[config.mk]
export PLATFORM = sky130hd
export DESIGN_NAME = msr_mode_select
export DESIGN_NICKNAME = d
export VERILOG_FILES = /design/src/verilog/msr_pkg.sv /design/src/verilog/msr_sync_if.sv /design/src/verilog/msr_ref_divider.sv /design/src/verilog/msr_mode_select.sv
export SDC_FILE = /design/constraint.sdc
export NUM_CORES = 1
export LEC_CHECK = 0
export BUFFER_PORTS_ARGS = -buffer_cell sky130_fd_sc_hd__clkbuf_2
export CAP_MARGIN = 15
export CORE_MARGIN = 1
export CORE_UTILIZATION = 50
export CTS_CLUSTER_DIAMETER = 200
export CTS_CLUSTER_SIZE = 12
export DETAILED_ROUTE_END_ITERATION = 10
export PLACE_DENSITY = 0.73
export SYNTH_ARGS = -nofsm -noshare
export SYNTH_HDL_FRONTEND = slang
export SYNTH_HIERARCHICAL = 1
export SYNTH_SLANG_ARGS = --single-unit
export TNS_END_PERCENT = 100
[constraint.sdc]
create_clock -name pclk -period 2.8 [get_ports pclk]
set_input_delay 0.28 -clock pclk [delete_from_list [all_inputs] [get_ports pclk]]
set_output_delay 0.28 -clock pclk [all_outputs]
set_load 0.05 [all_outputs]
[src/verilog/msr_pkg.sv]
// Package: register map, field positions, reset values and timing for mode select block
package msr_pkg;
  // Register offsets (printed 0h and Eh are indices; byte address is four times)
  localparam logic [3:0] IDX_CTRL = 4'h0;
  localparam logic [3:0] IDX_SYNC = 4'hE;
  localparam logic [3:0] IDX_PINS = 4'h1;
  localparam logic [11:0] ADDR_CTRL = {6'h00, IDX_CTRL, 2'h0};
  localparam logic [11:0] ADDR_SYNC = {6'h00, IDX_SYNC, 2'h0};
  localparam logic [11:0] ADDR_PINS = {6'h00, IDX_PINS, 2'h0};
  // Field positions
  localparam int CTRL_DUAL_EDGE_BIT = 7;
  localparam int SYNC_REF_OUT_EN_BIT = 1;
  localparam int SYNC_SLAVE_BIT = 0;
  localparam int SYNC_DELAY_LSB = 8;
  localparam int SYNC_DELAY_W = 4;
  // Reset values
  localparam logic [31:0] CTRL_RESET = 32'h0000_0000;
  localparam logic [31:0] SYNC_RESET = 32'h0000_0000;
  // Power-on calibration wait, in microseconds, short and long
  localparam int CAL_WAIT_SHORT_US = 10;
  localparam int CAL_WAIT_LONG_US = 100;
  localparam int CLK_MHZ = 100;
  localparam int CAL_WAIT_SHORT_CYC = CAL_WAIT_SHORT_US * CLK_MHZ;
  localparam int CAL_WAIT_LONG_CYC = CAL_WAIT_LONG_US * CLK_MHZ;
  // Quarter-rate reference counter width
  localparam int DIV_W = 2;
  typedef enum logic [1:0] {MSR_CAL_WAIT, MSR_CAL_GO, MSR_CAL_DONE} msr_cal_t;
endpackage

[src/verilog/msr_sync_if.sv]
// Interface: carries sync controls between the top and the divider module
`timescale 1ns/10ps
`default_nettype none
interface msr_sync_if;
  logic enable;
  logic slave;
  logic [msr_pkg::SYNC_DELAY_W-1:0] delay;
  logic ref_in;
  logic ref_out;
  logic aligned;
  modport ctl (output enable, output slave, output delay, output ref_in,
    input ref_out, input aligned);
  modport div (input enable, input slave, input delay, input ref_in,
    output ref_out, output aligned);
endinterface
`default_nettype wire

[src/verilog/msr_ref_divider.sv]
// Quarter-rate reference generator with slave alignment to the reference input
`timescale 1ns/10ps
`default_nettype none
module msr_ref_divider (
  input wire logic pclk,
  input wire logic presetn,
  input wire logic ce,
  msr_sync_if.div sif
);
  localparam int DLY_LEN = 1 << msr_pkg::SYNC_DELAY_W;

  logic [msr_pkg::DIV_W-1:0] phase;
  logic [DLY_LEN-1:0] dly_line;
  logic ref_dly_q;
  logic ref_dly;
  logic ref_out_q;
  logic aligned_q;

  // --------------------------------------------------------------
  // Reference input delay line
  // --------------------------------------------------------------
  always_ff @(posedge pclk or negedge presetn) begin
    if (!presetn) begin
      dly_line <= '0;
      ref_dly_q <= 1'b0;
    end else if (ce) begin
      dly_line <= {dly_line[DLY_LEN-2:0], sif.ref_in};
      ref_dly_q <= ref_dly;
    end
  end
  assign ref_dly = dly_line[sif.delay];

  // --------------------------------------------------------------
  // Divider counter and output
  // --------------------------------------------------------------
  // two-bit counter, realigned
  always_ff @(posedge pclk or negedge presetn) begin
    if (!presetn) begin
      phase <= '0;
    end else if (ce) begin
      if (sif.slave && ref_dly && !ref_dly_q) begin
        phase <= 2'h1;
      end else begin
        phase <= phase + 2'h1;
      end
    end
  end

  always_ff @(posedge pclk or negedge presetn) begin
    if (!presetn) begin
      ref_out_q <= 1'b0;
    end else if (ce) begin
      ref_out_q <= sif.enable & phase[1];
    end
  end

  // Sticky alignment seen flag, cleared when slave mode drops
  always_ff @(posedge pclk or negedge presetn) begin
    if (!presetn) begin
      aligned_q <= 1'b0;
    end else if (ce) begin
      if (!sif.slave) begin
        aligned_q <= 1'b0;
      end else if (ref_dly && !ref_dly_q) begin
        aligned_q <= 1'b1;
      end
    end
  end

  assign sif.ref_out = ref_out_q;
  assign sif.aligned = aligned_q;
endmodule
`default_nettype wire

[src/verilog/msr_mode_select.sv]
// Top: control pin mode decode, APB registers and sync reference clock path
//
// Notes on behaviour
// - enabled reference outputs run at quarter clock
// - enable bit 1 at Eh, off after reset
// - slave mode aligns divided clocks to reference
// - reference delay set only in extended mode
// - pin high: interleaved sampling of in-phase input
// - pin low: channels convert own inputs
// - extended mode uses bit 7 at 0h
// - wait pin high lengthens, low shortens calibration wait
// - wait select from pin only, both modes
// - bandgap pin high selects 1.2V output level
// - extended mode while enable pin low; else defaults
//
// Chosen here: the register addresses and the APB register port.
`timescale 1ns/10ps
`default_nettype none
module msr_mode_select #(
  parameter int CAL_SHORT = msr_pkg::CAL_WAIT_SHORT_CYC,
  parameter int CAL_LONG = msr_pkg::CAL_WAIT_LONG_CYC
) (
  input wire logic pclk,
  input wire logic presetn,
  input wire logic ce,
  // APB slave
  input wire logic psel,
  input wire logic penable,
  input wire logic pwrite,
  input wire logic [11:0] paddr,
  input wire logic [31:0] pwdata,
  output logic [31:0] prdata,
  output logic pready,
  output logic pslverr,
  // Control pins
  input wire logic extended_control_enable_n,
  input wire logic dual_edge_select,
  input wire logic power_on_cal_wait_select,
  input wire logic bandgap_out_lvds_cm_select,
  input wire logic common_mode_out_coupling_select,
  input wire logic sync_reference_in,
  // Decoded modes
  output logic extended_control_mode,
  output logic dual_edge_mode,
  output logic quadrature_input_used,
  output logic lvds_cm_high,
  output logic inputs_dc_coupled,
  output logic cal_start,
  output logic sync_aligned,
  output logic sync_reference_out_first,
  output logic sync_reference_out_second
);
  msr_sync_if sif ();

  logic [31:0] ctrl_reg;
  logic [31:0] sync_reg;
  logic wr_en;
  logic rd_en;
  logic addr_ok;
  logic [31:0] next_rdata;
  logic ecm_q;
  logic dual_q;
  logic lvds_q;
  logic dc_q;
  logic cal_start_q;
  logic wait_long;
  logic [31:0] cal_cnt;
  msr_pkg::msr_cal_t cal_state;

  // Address decode shared by read and write paths
  function automatic logic msr_mapped(input logic [11:0] a);
    msr_mapped = (a == msr_pkg::ADDR_CTRL) || (a == msr_pkg::ADDR_SYNC) ||
      (a == msr_pkg::ADDR_PINS);
  endfunction

  // --------------------------------------------------------------
  // APB access
  // --------------------------------------------------------------
  // Zero wait states; unmapped addresses answer with an error
  assign addr_ok = msr_mapped(paddr);
  assign wr_en = psel & penable & pwrite & ce & addr_ok & extended_control_mode;
  assign rd_en = psel & penable & ~pwrite & ce;
  assign pready = 1'b1;
  assign pslverr = psel & penable & ~addr_ok;

  always_ff @(posedge pclk or negedge presetn) begin
    if (!presetn) begin
      ecm_q <= 1'b0;
    end else if (ce) begin
      ecm_q <= ~extended_control_enable_n;
    end
  end
  assign extended_control_mode = ecm_q;

  // Control register; returns to defaults while extended mode is off
  always_ff @(posedge pclk or negedge presetn) begin
    if (!presetn) begin
      ctrl_reg <= msr_pkg::CTRL_RESET;
    end else if (ce) begin
      if (!extended_control_mode) begin
        ctrl_reg <= msr_pkg::CTRL_RESET;
      end else if (wr_en && paddr == msr_pkg::ADDR_CTRL) begin
        ctrl_reg <= pwdata;
      end
    end
  end

  // Sync register: output enable, slave select and reference delay
  always_ff @(posedge pclk or negedge presetn) begin
    if (!presetn) begin
      sync_reg <= msr_pkg::SYNC_RESET;
    end else if (ce) begin
      if (!extended_control_mode) begin
        sync_reg <= msr_pkg::SYNC_RESET;
      end else if (wr_en && paddr == msr_pkg::ADDR_SYNC) begin
        sync_reg <= pwdata;
      end
    end
  end

  // Read mux; the pin view reports the block's own decoded state
  always_comb begin
    next_rdata = 32'h0000_0000;
    case (paddr)
      msr_pkg::ADDR_CTRL: next_rdata = ctrl_reg;
      msr_pkg::ADDR_SYNC: next_rdata = sync_reg;
      msr_pkg::ADDR_PINS: next_rdata = {26'h0000000, sync_aligned, cal_start_q,
        dc_q, lvds_q, dual_q, ecm_q};
      default: next_rdata = 32'h0000_0000;
    endcase
  end

  // Read data registered in the setup phase so it stands during access
  always_ff @(posedge pclk or negedge presetn) begin
    if (!presetn) begin
      prdata <= 32'h0000_0000;
    end else if (ce && psel && !penable && !pwrite) begin
      prdata <= next_rdata;
    end else if (ce && rd_en) begin
      prdata <= prdata;
    end
  end

  // --------------------------------------------------------------
  // Sampling mode decode
  // --------------------------------------------------------------
  always_ff @(posedge pclk or negedge presetn) begin
    if (!presetn) begin
      dual_q <= 1'b0;
    end else if (ce) begin
      if (extended_control_mode) begin
        dual_q <= ctrl_reg[msr_pkg::CTRL_DUAL_EDGE_BIT];
      end else begin
        dual_q <= dual_edge_select;
      end
    end
  end
  assign dual_edge_mode = dual_q;
  assign quadrature_input_used = ~dual_q;

  // --------------------------------------------------------------
  // Output level and coupling selects
  // --------------------------------------------------------------
  always_ff @(posedge pclk or negedge presetn) begin
    if (!presetn) begin
      lvds_q <= 1'b0;
      dc_q <= 1'b0;
    end else if (ce) begin
      lvds_q <= bandgap_out_lvds_cm_select;
      dc_q <= common_mode_out_coupling_select;
    end
  end
  assign lvds_cm_high = lvds_q;
  assign inputs_dc_coupled = dc_q;

  // --------------------------------------------------------------
  // Power-on calibration wait
  // --------------------------------------------------------------
  // Wait length latched once after reset so a pin glitch cannot stretch it
  always_ff @(posedge pclk or negedge presetn) begin
    if (!presetn) begin
      wait_long <= 1'b0;
      cal_cnt <= 32'h0000_0000;
      cal_state <= msr_pkg::MSR_CAL_WAIT;
      cal_start_q <= 1'b0;
    end else if (ce) begin
      cal_start_q <= 1'b0;
      case (cal_state)
        msr_pkg::MSR_CAL_WAIT: begin
          if (cal_cnt == 32'h0000_0000) begin
            wait_long <= power_on_cal_wait_select;
          end
          if (cal_cnt + 32'h0000_0001 >=
              (wait_long ? 32'(CAL_LONG) : 32'(CAL_SHORT)) &&
              cal_cnt != 32'h0000_0000) begin
            cal_state <= msr_pkg::MSR_CAL_GO;
          end
          cal_cnt <= cal_cnt + 32'h0000_0001;
        end
        msr_pkg::MSR_CAL_GO: begin
          cal_start_q <= 1'b1;
          cal_state <= msr_pkg::MSR_CAL_DONE;
        end
        msr_pkg::MSR_CAL_DONE: cal_state <= msr_pkg::MSR_CAL_DONE;
        default: cal_state <= msr_pkg::MSR_CAL_WAIT;
      endcase
    end
  end
  assign cal_start = cal_start_q;

  // --------------------------------------------------------------
  // Sync reference path
  // --------------------------------------------------------------
  // enable bit drives outputs
  assign sif.enable = sync_reg[msr_pkg::SYNC_REF_OUT_EN_BIT];
  assign sif.slave = sync_reg[msr_pkg::SYNC_SLAVE_BIT];
  assign sif.delay = sync_reg[msr_pkg::SYNC_DELAY_LSB +: msr_pkg::SYNC_DELAY_W];
  assign sif.ref_in = sync_reference_in;

  msr_ref_divider u_div (
    .pclk(pclk),
    .presetn(presetn),
    .ce(ce),
    .sif(sif)
  );

  assign sync_reference_out_first = sif.ref_out;
  assign sync_reference_out_second = sif.ref_out;
  assign sync_aligned = sif.aligned;
endmodule
`default_nettype wire

# Word level (Yosys, flattened, before mapping)
# Cells that the tools add are included.
[word_totals]
reg_bits = 157
input_bits = 56
output_inout_bits = 43
elab_cells = 78
[classes]
n_addsub = 2
n_lt_le_gt_ge = 2
eq_ne = 8
n_mux = 15
bitwise_logic = 10
n_reduce_logical = 25
[op_table]
columns = ["cell", "n"]
rows = [
  ["two-way mux 32 bit", 4],
  ["one-hot mux 32 bit (3 select lines)", 1],
  ["adder 32 x 1 -> 32 bit, second input constant", 1],
  ["greater-or-equal comparator 32 x 14 -> 1 bit", 1],
  ["logical NOT 32 bit", 1],
  ["nonzero test 32 bit", 1],
  ["two-way mux 14 bit", 1],
  ["equality test 12 x 3 -> 1 bit, second input constant", 1],
  ["equality test 12 x 6 -> 1 bit, second input constant", 1],
  ["logical NOT 12 bit", 1],
  ["AND reduction 2 bit", 5],
  ["logical AND 1 bit", 9],
  ["AND 1 bit", 7],
  ["inequality test 2 x 1 -> 1 bit, second input constant", 3],
  ["< comparator 4 x 5 -> 1 bit, second input constant", 1],
  ["two-way mux 1 bit", 5],
  ["binary-select mux 1 bit (select 4 bit)", 1],
  ["two-way mux 2 bit", 2],
  ["one-hot mux 2 bit (2 select lines)", 1],
  ["logical NOT 1 bit", 3],
  ["inverter 1 bit", 3],
  ["AND reduction 3 bit", 1],
  ["adder 2 x 1 -> 2 bit, second input constant", 1],
  ["equality test 2 x 1 -> 1 bit, second input constant", 1],
  ["5 further kinds", 6],
]

# Longest topological paths before layout
# Gate-level depths: netlist (run 1).
[logic_depth]
word_depth = 8
ltp_mapped = 14
mapped_depth_nobuf = 13

# Hierarchy
# The synthesis (run 1) kept the hierarchy.
[by_module_without_submodules]
columns = ["module", "n_inst", "cells_each", "area_each_um2", "seq_area_each_um2"]
rows = [
  ["msr_mode_select", 1, 836, 7389.6, 3403.3],
  ["msr_ref_divider", 1, 57, 932.1, 525.5],
]

# Worst setup path before layout (run 1)
# No wires, ideal clock.
[synth_timing]
path_type = "register to register"
start = "register cal_cnt[4]"
end = "register cal_state[0]"
setup_time_ns = 0.122
arrival_ns = 2.722
required_ns = 2.678
path_slack_ns = -0.044
stages_incl_launch_ff = 11
path_buffers = 0
period_less_slack_ns = 2.844
cell_sequence = "dfrtp_1 -> nand3_1 -> nor4_2 -> nand3_1 -> xnor2_1 -> ha_1 -> a221oi_1 -> nand3_1 -> nor4_1 -> nand4_1 -> a32o_1"
[synth_via]
elab_chain_cells = 5
word_cells_on_any_way = 6
cone_classes = "add/sub (1); order compare (1); eq/ne (1); reduce/logical (3)"
[synth_lines]
columns = ["element", "line_no", "rtl"]
rows = [
  ["start: declaration", "msr_mode_select.sv:67", "logic [31:0] cal_cnt;"],
  ["start signal: assignment", "msr_mode_select.sv:198", "cal_cnt <= cal_cnt + 32'h0000_0001;"],
  ["adder 32 x 1 -> 32 bit", "msr_mode_select.sv:193", "if (cal_cnt + 32'h0000_0001 >="],
  ["greater-or-equal comparator 32 x 14 -> 1 bit", "msr_mode_select.sv:193", ""],
  ["logical AND 1 bit (*)", "msr_mode_select.sv:194", "(wait_long ? 32'(CAL_LONG) : 32'(CAL_SHORT)) &&"],
  ["inequality test 2 bit (no source line) (*)", "n/a", ""],
  ["AND reduction 2 bit (no source line) (*)", "n/a", ""],
  ["end signal: assignment", "msr_mode_select.sv:196", "cal_state <= msr_pkg::MSR_CAL_GO;"],
  ["end signal: assignment", "msr_mode_select.sv:202", "cal_state <= msr_pkg::MSR_CAL_DONE;"],
  ["end signal: assignment", "msr_mode_select.sv:204", "msr_pkg::MSR_CAL_DONE: cal_state <= msr_pkg::MSR_CAL_DONE;"],
  ["end: declaration", "msr_mode_select.sv:68", "msr_pkg::msr_cal_t cal_state;"],
]
# Mark *: on every way between the ends. The rest lies on a longest branch, timed or not.
# A chain may end at the register's enable or synchronous reset.

# Worst setup path after layout (run 1)
[layout_timing]
start = "register cal_cnt[1]"
end = "register cal_state[0]"
# Same word-level chain as after synthesis.

==> flow_summary.html, run 1 <==
<table>
<tr><th>Metric</th><th>Value</th></tr>
<tr><th colspan="2">STA</th></tr>
<tr><td>Pins over their slew limit</td><td>0</td></tr>
<tr><td>Setup_tns</td><td>0 ns</td></tr>
<tr><td>Portion of the clock cycle consumed by the worst path in the final layout</td><td>99.2%</td></tr>
<tr><td>Max_slew headroom</td><td>51.4%</td></tr>
<tr><td>Achievable frequency</td><td>360 MHz</td></tr>
<tr><td>Post-route minimum period</td><td>2.78 ns</td></tr>
<tr><td>Total setup violations reported at the end of the flow</td><td>0</td></tr>
<tr><td>RSZ-0062 raised after global routing</td><td>yes</td></tr>
<tr><td>Post-route worst hold slack</td><td>0.0574 ns</td></tr>
<tr><td>Transition time at the pin with the least slew margin</td><td>0.729 ns</td></tr>
<tr><td>Post-Route Skew</td><td>0.00726 ns</td></tr>
<tr><td>Number of hold violations in the final report</td><td>0</td></tr>
<tr><th colspan="2">Floorplanning</th></tr>
<tr><td>Horizontal die dimension</td><td>131 um</td></tr>
<tr><td>Ports placed on the boundary</td><td>99</td></tr>
<tr><td>Die Height</td><td>131 um</td></tr>
<tr><td>Die footprint</td><td>17200 um^2</td></tr>
<tr><td>Number of rows in the core area</td><td>46</td></tr>
<tr><td>Core ar.</td><td>16100 um^2</td></tr>
<tr><td>Starting utilization of the core area</td><td>51.8%</td></tr>
<tr><th colspan="2">Finish</th></tr>
<tr><td>Diode count</td><td>0</td></tr>
<tr><td>Final core occ</td><td>61.4%</td></tr>
<tr><td>Number of fill cells in the layout</td><td>1350</td></tr>
<tr><td>Fraction of layout instances using a drive strength above 1</td><td>25.5%</td></tr>
<tr><td>Area added between synthesis and finish</td><td>18.5%</td></tr>
<tr><td>Final design area excluding fillers</td><td>9860 um^2</td></tr>
<tr><td>Net count, final</td><td>1078</td></tr>
<tr><th colspan="2">Synthesis</th></tr>
<tr><td>Post-synthesis net count</td><td>961</td></tr>
<tr><td>Synth unique cells</td><td>65</td></tr>
<tr><td>Part of the Yosys area used for sequential elements</td><td>47.2%</td></tr>
<tr><td>Count of synthesis-stage warnings from yosys</td><td>6</td></tr>
<tr><td>Primary flip-flop cell chosen by synthesis mapping</td><td>sky130_fd_sc_hd__dfrtp_1</td></tr>
<tr><td>FFs w/ async S/R, synth</td><td>100%</td></tr>
<tr><td>Cells after Synth</td><td>893</td></tr>
<tr><td>Number of enable flip-flop cells after synthesis</td><td>0</td></tr>
<tr><td>Number of register bits inferred by synthesis</td><td>157</td></tr>
<tr><td>Cell area after synthesis</td><td>8320 um^2</td></tr>
<tr><td>Average instance area after synthesis</td><td>9.32 um^2</td></tr>
<tr><th colspan="2">Clocking</th></tr>
<tr><td>Clock Pin Slew Worst Setup and Hold Paths</td><td>0.06 ns</td></tr>
<tr><td>Clock latency of the later-clocked register in the worst-skew pair</td><td>0.43 ns</td></tr>
<tr><td>Clock root buffer master</td><td>sky130_fd_sc_hd__clkbuf_16</td></tr>
<tr><td>Clock Path Buffers</td><td>2</td></tr>
<tr><td>TritonCTS clock tree</td><td>built</td></tr>
<tr><td>Clock net sink count</td><td>157</td></tr>
<tr><td>Number of buffers created by CTS</td><td>17</td></tr>
<tr><td>CTS H-tree lvls</td><td>4</td></tr>
<tr><th colspan="2">Outcome</th></tr>
<tr><td>Outcome</td><td>finished clean</td></tr>
<tr><th colspan="2">Worst setup path</th></tr>
<tr><td>Cell at the slowest stage of the critical path</td><td>sky130_fd_sc_hd__dfrtp_1</td></tr>
<tr><td>Arrival time reported for the critical path endpoint</td><td>3.09 ns</td></tr>
<tr><td>Largest stage delay on the critical path</td><td>0.39 ns</td></tr>
<tr><td>Element type at the critical path end</td><td>flip-flop</td></tr>
<tr><td>Endpoint of the most critical register-to-register path</td><td>cal_state[0]</td></tr>
<tr><td>Number of buffers and inverters on the critical path</td><td>0</td></tr>
<tr><td>Path type of the worst setup path</td><td>reg2reg</td></tr>
<tr><td>FF-to-FF setup slack</td><td>0.02 ns</td></tr>
<tr><td>Depth of the worst register-to-register path</td><td>11</td></tr>
<tr><td>Type of element launching the critical path</td><td>flip-flop</td></tr>
<tr><td>Reg2reg start</td><td>cal_cnt[1]</td></tr>
<tr><td>Cell-by-cell trace of the critical path</td><td>ha_2 -&gt; nand3_1 -&gt; xnor2_1 -&gt; ha_1 -&gt; and3_1 -&gt; a221o_1 -&gt; a41oi_2 -&gt; o32ai_1 -&gt; nor4_2 -&gt; nand4_1 -&gt; a32o_1</td></tr>
<tr><td>Req. time, crit path</td><td>3.11 ns</td></tr>
<tr><td>Cell family contributing the most delay on the critical path</td><td>compound AO/OA/AOI/OAI gates</td></tr>
<tr><td>Largest fanout on the critical path</td><td>3</td></tr>
<tr><th colspan="2">Power and ir drop</th></tr>
<tr><td>Switching part of the total</td><td>31.0%</td></tr>
<tr><td>Internal Dissipation</td><td>4.88 mW</td></tr>
<tr><td>Overall power after layout</td><td>7.07 mW</td></tr>
<tr><td>P_sw</td><td>2.19 mW</td></tr>
<tr><td>Relative contribution of the clock network to total power</td><td>31.5%</td></tr>
<tr><td>Worst supply voltage drop on vdd</td><td>0.000473 V</td></tr>
<tr><td>Total power divided by cell area</td><td>718 nW/um^2</td></tr>
<tr><td>Part of the total power dissipated in combinational logic</td><td>23.8%</td></tr>
<tr><td>Leakage Power</td><td>4.54 nW</td></tr>
<tr><td>Reg power frac</td><td>44.7%</td></tr>
<tr><th colspan="2">Worst hold path</th></tr>
<tr><td>Tightest Hold Check Type</td><td>in2reg</td></tr>
<tr><td>End point of the worst hold path</td><td>extended_control_mode</td></tr>
<tr><td>Hold wc startpoint</td><td>extended_control_enable_n</td></tr>
<tr><td>Hold Path Cell Cnt</td><td>2</td></tr>
<tr><th colspan="2">Global route</th></tr>
<tr><td>Overall overflow remaining after global route</td><td>0</td></tr>
<tr><td>Total track usage</td><td>24.7%</td></tr>
<tr><td>Global-route wire length before repair</td><td>32400 um</td></tr>
<tr><td>Initial antenna violation count</td><td>0</td></tr>
<tr><td>Largest net degree at the start of global routing</td><td>71</td></tr>
<tr><td>Via count of the first global-routing pass</td><td>6572</td></tr>
<tr><th colspan="2">Routing</th></tr>
<tr><td>Final routed wirelength across all metal layers</td><td>20000 um</td></tr>
<tr><td>Final ANT Viol Nets</td><td>0</td></tr>
<tr><td>Routed wire per std cell</td><td>16.2 um</td></tr>
<tr><td>DRC violations left</td><td>0</td></tr>
<tr><td>Vias per std cell</td><td>5.61</td></tr>
<tr><td>First-iteration detailed-routing DRC count</td><td>655</td></tr>
<tr><td>Via total after detailed routing</td><td>6936</td></tr>
<tr><td>Number of search-and-repair iterations in the first detailed-routing pass</td><td>6</td></tr>
<tr><th colspan="2">Placement</th></tr>
<tr><td>Count of buffers inserted at the top-level ports</td><td>97</td></tr>
<tr><td>Post-Place Cell Area</td><td>9210 um^2</td></tr>
<tr><td>Placed wire-length estimate after detailed placement</td><td>13400 um</td></tr>
<tr><td>Routability congestion estimate</td><td>0.942</td></tr>
<tr><th colspan="2">Job</th></tr>
<tr><td>Max cap viols</td><td>0</td></tr>
</table>
[through the flow]
stage,setup WS [ns],instances
2_1_floorplan,0.0284,893
3_3_place_gp,-0.0125,1203
3_5_place_dp,-0.0827,1203
4_1_cts,0.00320,1236
5_1_grt,-0.0810,1237
6_report,0.0215,1237
[cell usage in the layout, fill, tap and decap left out, types with 3 or more instances in the layout]
cell type	synthesis	routed
sky130_fd_sc_hd__a21oi_1	11	11
sky130_fd_sc_hd__a22oi_1	26	26
sky130_fd_sc_hd__and3_1	6	6
sky130_fd_sc_hd__buf_4	6	54
sky130_fd_sc_hd__buf_6	1	3
sky130_fd_sc_hd__clkbuf_1	29	3
sky130_fd_sc_hd__clkbuf_16	0	17
sky130_fd_sc_hd__clkbuf_2	0	95
sky130_fd_sc_hd__clkinv_2	0	3
sky130_fd_sc_hd__dfrtp_1	157	154
sky130_fd_sc_hd__dfrtp_2	0	3
sky130_fd_sc_hd__ha_1	12	11
sky130_fd_sc_hd__inv_1	77	77
sky130_fd_sc_hd__mux2_2	51	51
sky130_fd_sc_hd__mux2i_1	8	8
sky130_fd_sc_hd__mux4_1	4	4
sky130_fd_sc_hd__nand2_1	156	155
sky130_fd_sc_hd__nand2b_1	3	3
sky130_fd_sc_hd__nand3_1	32	31
sky130_fd_sc_hd__nand4_1	10	10
sky130_fd_sc_hd__nor2_1	34	31
sky130_fd_sc_hd__nor2_2	0	3
sky130_fd_sc_hd__nor3_1	11	9
sky130_fd_sc_hd__nor4_1	11	10
sky130_fd_sc_hd__o21ai_0	126	126
sky130_fd_sc_hd__o21ai_1	7	7
sky130_fd_sc_hd__or3_1	3	3
sky130_fd_sc_hd__or4_4	2	3
sky130_fd_sc_hd__xnor2_1	28	28
sky130_fd_sc_hd__xor2_1	15	15
[worst max-delay path by stage]
stage,endpoint,cells past startpoint,startpoint
2_1_floorplan,cal_state[0],10,cal_cnt[4]
3_3_place_gp,cal_state[0],11,cal_cnt[0]
3_5_place_dp,cal_state[0],11,cal_cnt[0]
4_1_cts,cal_state[0],13,cal_cnt[0]
5_1_grt,cal_state[0],11,cal_cnt[1]
6_report,cal_state[0],11,cal_cnt[1]
[cells in the mapped netlist (2+ instances only)]
master,instances,area share (%)
sky130_fd_sc_hd__nor3b_1,2,0.18
sky130_fd_sc_hd__nand2b_1,3,0.23
sky130_fd_sc_hd__nor4b_1,2,0.21
sky130_fd_sc_hd__a21oi_1,11,0.66
sky130_fd_sc_hd__mux2i_1,8,0.96
sky130_fd_sc_hd__dfrtp_1,157,47
sky130_fd_sc_hd__clkbuf_1,29,1.3
sky130_fd_sc_hd__and2_1,2,0.15
sky130_fd_sc_hd__buf_4,6,0.54
sky130_fd_sc_hd__nand4b_1,2,0.21
sky130_fd_sc_hd__nand3_1,32,1.9
sky130_fd_sc_hd__inv_1,77,3.5
sky130_fd_sc_hd__xnor2_1,28,2.9
sky130_fd_sc_hd__o21ai_1,7,0.42
sky130_fd_sc_hd__buf_1,8,0.36
sky130_fd_sc_hd__nor4_1,11,0.83
sky130_fd_sc_hd__nand4_2,2,0.30
sky130_fd_sc_hd__clkbuf_8,5,0.83
sky130_fd_sc_hd__mux2_2,51,6.9
sky130_fd_sc_hd__o311ai_0,2,0.21
sky130_fd_sc_hd__mux4_1,4,1.3
sky130_fd_sc_hd__nand4_1,10,0.75
sky130_fd_sc_hd__a31o_1,2,0.21
sky130_fd_sc_hd__a22oi_1,26,2.3
sky130_fd_sc_hd__nand2_1,156,7.0
sky130_fd_sc_hd__or4_1,3,0.27
sky130_fd_sc_hd__buf_2,7,0.42
sky130_fd_sc_hd__or4_4,2,0.27
sky130_fd_sc_hd__xor2_1,15,1.6
sky130_fd_sc_hd__ha_1,12,1.8
sky130_fd_sc_hd__o21ai_0,126,7.6
sky130_fd_sc_hd__and3_1,6,0.45
sky130_fd_sc_hd__a31oi_1,2,0.15
sky130_fd_sc_hd__or3_1,3,0.23
sky130_fd_sc_hd__nor2_1,34,1.5
sky130_fd_sc_hd__nor3_1,11,0.66
[logic make-up after synthesis]
group	synth area share, %
AND/OR/NAND/NOR	16.1
adder cells (fa/ha/maj)	1.80
buffers and inverters	7.25
multiplexers	9.58
other	0.0451
XOR/XNOR	4.53
flip-flops	47.2
AO/OA/AOI/OAI	13.5
[power by group through the flow]
stage               sequential [mW]  combinational (mW)  clock [mW]
global route                   3.23                1.90        2.34
detailed placement             3.19                1.60           0
floorplan                      3.14                1.14           0
finish                         3.16                1.69        2.23
global placement               3.16                1.54           0
CTS                            3.15                1.66        2.25
[routing by layer]
layer / routed length [um] / global-route usage, % / vias up
met5: 0 / 0 / -
met3: 1160 / 5.21 / 45
met2: 9290 / 39.0 / 236
li1: - / - / 3293
met4: 463 / 9.60 / 0
met1: 9100 / 33.5 / 3362
[area by class of cell]
class                      instances  area (um^2)  area share (%)
clock buffer                      20          437            4.43
multi-input combinational        602         3860            39.2
sequential                       157         3930            39.9
inverter                          77          289            2.93
clock inverter                    10          116            1.18
timing repair buffer             155          950            9.63
tap                              216          270            2.74
[what timing repair did]
action                                 in CTS  in global routing
resized for setup                           4                 12
pin swaps                                   3                  6
endpoints found under the hold margin      40                  0
setup buffers                               2                  1
hold buffers                                1                  0
setup endpoints to repair                   2                  2
No activity file was read; power rests on OpenSTA's default activity.
==> run 2, diff against run 1 <==
Settings changed: PLACE_DENSITY 0.73 to 0.77.
==> flow_summary.html, run 2 (synthesis results as in run 1) <==
<table>
<tr><th>Metric</th><th>Value</th></tr>
<tr><th colspan="2">Outcome</th></tr>
<tr><td>Outcome</td><td>complete, but fails checks</td></tr>
<tr><td>Violated checks</td><td>negative setup slack</td></tr>
<tr><th colspan="2">Power and ir drop</th></tr>
<tr><td>Relative contribution of the clock network to total power</td><td>31.9%</td></tr>
<tr><td>Total power divided by cell area</td><td>722 nW/um^2</td></tr>
<tr><td>Worst supply voltage drop on vdd</td><td>0.000507 V</td></tr>
<tr><td>Internal Dissipation</td><td>4.92 mW</td></tr>
<tr><td>Part of the total power dissipated in combinational logic</td><td>23.4%</td></tr>
<tr><td>Reg power frac</td><td>44.6%</td></tr>
<tr><td>Switching part of the total</td><td>30.7%</td></tr>
<tr><td>P_sw</td><td>2.19 mW</td></tr>
<tr><td>Leakage Power</td><td>4.52 nW</td></tr>
<tr><th colspan="2">Global route</th></tr>
<tr><td>Met3 Resource Use GR</td><td>4.80%</td></tr>
<tr><td>Most Used Layer, Global Route</td><td>met2</td></tr>
<tr><td>Total track usage</td><td>24.5%</td></tr>
<tr><td>Initial antenna violation count</td><td>0</td></tr>
<tr><td>Largest net degree at the start of global routing</td><td>95</td></tr>
<tr><td>GRT met1 Usage</td><td>32.8%</td></tr>
<tr><td>Overall overflow remaining after global route</td><td>0</td></tr>
<tr><td>Global-route wire length before repair</td><td>32100 um</td></tr>
<tr><td>Met2 layer usage reported by global route</td><td>38.9%</td></tr>
<tr><td>Via count of the first global-routing pass</td><td>6420</td></tr>
<tr><th colspan="2">Routing</th></tr>
<tr><td>Routed wire per std cell</td><td>16.4 um</td></tr>
<tr><td>Number of search-and-repair iterations in the first detailed-routing pass</td><td>5</td></tr>
<tr><td>Final routed wirelength across all metal layers</td><td>20300 um</td></tr>
<tr><td>DRC violations left</td><td>0</td></tr>
<tr><td>Via total after detailed routing</td><td>6928</td></tr>
<tr><td>First-iteration detailed-routing DRC count</td><td>731</td></tr>
<tr><td>Final ANT Viol Nets</td><td>0</td></tr>
<tr><td>Vias per std cell</td><td>5.62</td></tr>
<tr><th colspan="2">Worst setup path</th></tr>
<tr><td>Element type at the critical path end</td><td>flip-flop</td></tr>
<tr><td>Arrival time reported for the critical path endpoint</td><td>3.12 ns</td></tr>
<tr><td>Path type of the worst setup path</td><td>reg2reg</td></tr>
<tr><td>Type of element launching the critical path</td><td>flip-flop</td></tr>
<tr><td>Req. time, crit path</td><td>3.11 ns</td></tr>
<tr><td>Largest fanout on the critical path</td><td>4</td></tr>
<tr><th colspan="2">Worst hold path</th></tr>
<tr><td>Tightest Hold Check Type</td><td>in2reg</td></tr>
<tr><th colspan="2">Clocking</th></tr>
<tr><td>TritonCTS clock tree</td><td>built</td></tr>
<tr><td>Clock Pin Slew Worst Setup and Hold Paths</td><td>0.06 ns</td></tr>
<tr><td>Clock root buffer master</td><td>sky130_fd_sc_hd__clkbuf_16</td></tr>
<tr><td>Clock latency of the later-clocked register in the worst-skew pair</td><td>0.43 ns</td></tr>
<tr><td>Clock Path Buffers</td><td>2</td></tr>
<tr><td>CTS H-tree lvls</td><td>4</td></tr>
<tr><td>Number of buffers created by CTS</td><td>17</td></tr>
<tr><td>Clock net sink count</td><td>157</td></tr>
<tr><th colspan="2">Floorplanning</th></tr>
<tr><td>Core ar.</td><td>16100 um^2</td></tr>
<tr><td>Die footprint</td><td>17200 um^2</td></tr>
<tr><td>Horizontal die dimension</td><td>131 um</td></tr>
<tr><td>Starting utilization of the core area</td><td>51.8%</td></tr>
<tr><td>Ports placed on the boundary</td><td>99</td></tr>
<tr><td>Number of rows in the core area</td><td>46</td></tr>
<tr><td>Die Height</td><td>131 um</td></tr>
<tr><th colspan="2">STA</th></tr>
<tr><td>Achievable frequency</td><td>356 MHz</td></tr>
<tr><td>Transition time at the pin with the least slew margin</td><td>0.799 ns</td></tr>
<tr><td>Pins over their slew limit</td><td>0</td></tr>
<tr><td>Max_slew headroom</td><td>46.3%</td></tr>
<tr><td>Portion of the clock cycle consumed by the worst path in the final layout</td><td>100%</td></tr>
<tr><td>RSZ-0062 raised after global routing</td><td>yes</td></tr>
<tr><td>Number of hold violations in the final report</td><td>0</td></tr>
<tr><td>Total setup violations reported at the end of the flow</td><td>1</td></tr>
<tr><td>Post-route worst hold slack</td><td>0.0520 ns</td></tr>
<tr><td>Final worst slack</td><td>-0.00970 ns</td></tr>
<tr><td>Post-Route Skew</td><td>0.00897 ns</td></tr>
<tr><td>Post-route minimum period</td><td>2.81 ns</td></tr>
<tr><th colspan="2">Finish</th></tr>
<tr><td>Diode count</td><td>0</td></tr>
<tr><td>Number of fill cells in the layout</td><td>1338</td></tr>
<tr><td>Net count, final</td><td>1072</td></tr>
<tr><td>Sequential cell area</td><td>3930 um^2</td></tr>
<tr><td>Multi-input logic area</td><td>3860 um^2</td></tr>
<tr><td>Fraction of layout instances using a drive strength above 1</td><td>25.3%</td></tr>
<tr><td>Final design area excluding fillers</td><td>9840 um^2</td></tr>
<tr><td>Area added between synthesis and finish</td><td>18.3%</td></tr>
<tr><td>Highest-count cells in the layout ignoring fill and taps</td><td>sky130_fd_sc_hd__nand2_1, sky130_fd_sc_hd__dfrtp_1, sky130_fd_sc_hd__o21ai_0</td></tr>
<tr><th colspan="2">Placement</th></tr>
<tr><td>Post-Place Cell Area</td><td>9170 um^2</td></tr>
<tr><td>Count of buffers inserted at the top-level ports</td><td>97</td></tr>
<tr><td>Routability congestion estimate</td><td>0.943</td></tr>
<tr><td>Placed wire-length estimate after detailed placement</td><td>13400 um</td></tr>
<tr><th colspan="2">Job</th></tr>
<tr><td>Max cap viols</td><td>0</td></tr>
</table>
run 2: changes by cell type in the layout (fill, tap and decap cells not counted), moves of 2 or more:
cell / delta
sky130_fd_sc_hd__clkbuf_8: +2
sky130_fd_sc_hd__clkbuf_1: -2
sky130_fd_sc_hd__clkinv_2: +2
sky130_fd_sc_hd__buf_4: -6
run 2: area by class of cell:
class | count | area share [%]
clock buffers | 20 | 4.64
clock inverters | 11 | 1.19
inverters | 77 | 2.94
multi-input cells | 602 | 39.3
flip-flops and latches | 157 | 40.0
well taps | 216 | 2.75
repair buffers | 149 | 9.28
run 2: power groups by stage:
stage	Sequential [mW]	Clock (mW)	Combinational (mW)
after floorplan	3.14	0	1.14
after global placement	3.15	0	1.51
after detailed placement	3.18	0	1.58
after CTS	3.15	2.30	1.62
after global routing	3.25	2.40	1.88
final	3.17	2.27	1.67
run 2: final timing paths:
check	startpoint	endpoint	slack [ns]	depth (start not counted)
max	cal_cnt[1]	cal_state[0]	-0.01	13
min	extended_control_enable_n	extended_control_mode	0.05	2
max reg2reg	cal_cnt[1]	cal_state[0]	-0.01	13
min reg2reg	prdata[20]	prdata[20]	0.48	2
max in group asynchronous	presetn	cal_cnt[2]	1.67	3
min in group asynchronous	presetn	sync_reg[28]	0.31	2
run 2: metal layers:
metal / part of all wire, % / vias to the layer above
met3: 5.6 / 36
li1: - / 3286
met2: 48 / 257
met5: 0 / -
met4: 1.8 / 0
met1: 45 / 3349
run 2: timing repair:
| action | CTS | global route |
|---|---|---|
| setup buffers | 1 | 3 |
| pin swaps | 1 | 8 |
| hold buffers | 1 | 0 |
| hold endpoints to repair | 31 | 0 |
| setup endpoints to repair | 2 | 2 |
| resized for setup | 2 | 14 |
run 2: worst max-delay path, cell delays in order (launching register included):
cell                      delay (ns)
sky130_fd_sc_hd__dfrtp_1        0.44
sky130_fd_sc_hd__ha_2           0.23
sky130_fd_sc_hd__buf_6          0.10
sky130_fd_sc_hd__and4_4         0.23
sky130_fd_sc_hd__nand2_2        0.06
sky130_fd_sc_hd__xnor2_1        0.19
sky130_fd_sc_hd__ha_1           0.30
sky130_fd_sc_hd__nand3_1        0.08
sky130_fd_sc_hd__nand2_1        0.06
sky130_fd_sc_hd__a41oi_2        0.20
sky130_fd_sc_hd__o32ai_2        0.10
sky130_fd_sc_hd__nor4_1         0.27
sky130_fd_sc_hd__nand4_1        0.18
sky130_fd_sc_hd__a32o_1         0.26
run 2: metrics by stage:
stage          setup WS, ns  TNS [ns]  power [mW]  cells  utilization [%]
2_1_floorplan        0.0284         0        4.28    893                -
3_3_place_gp       -0.00312  -0.00312        4.66   1196             57.1
3_5_place_dp        -0.0630   -0.0844        4.76   1196             57.1
4_1_cts              0.0217         0        7.07   1229             60.8
5_1_grt              -0.138    -0.274        7.52   1232             61.3
6_report           -0.00970  -0.00970        7.11   1232             61.3
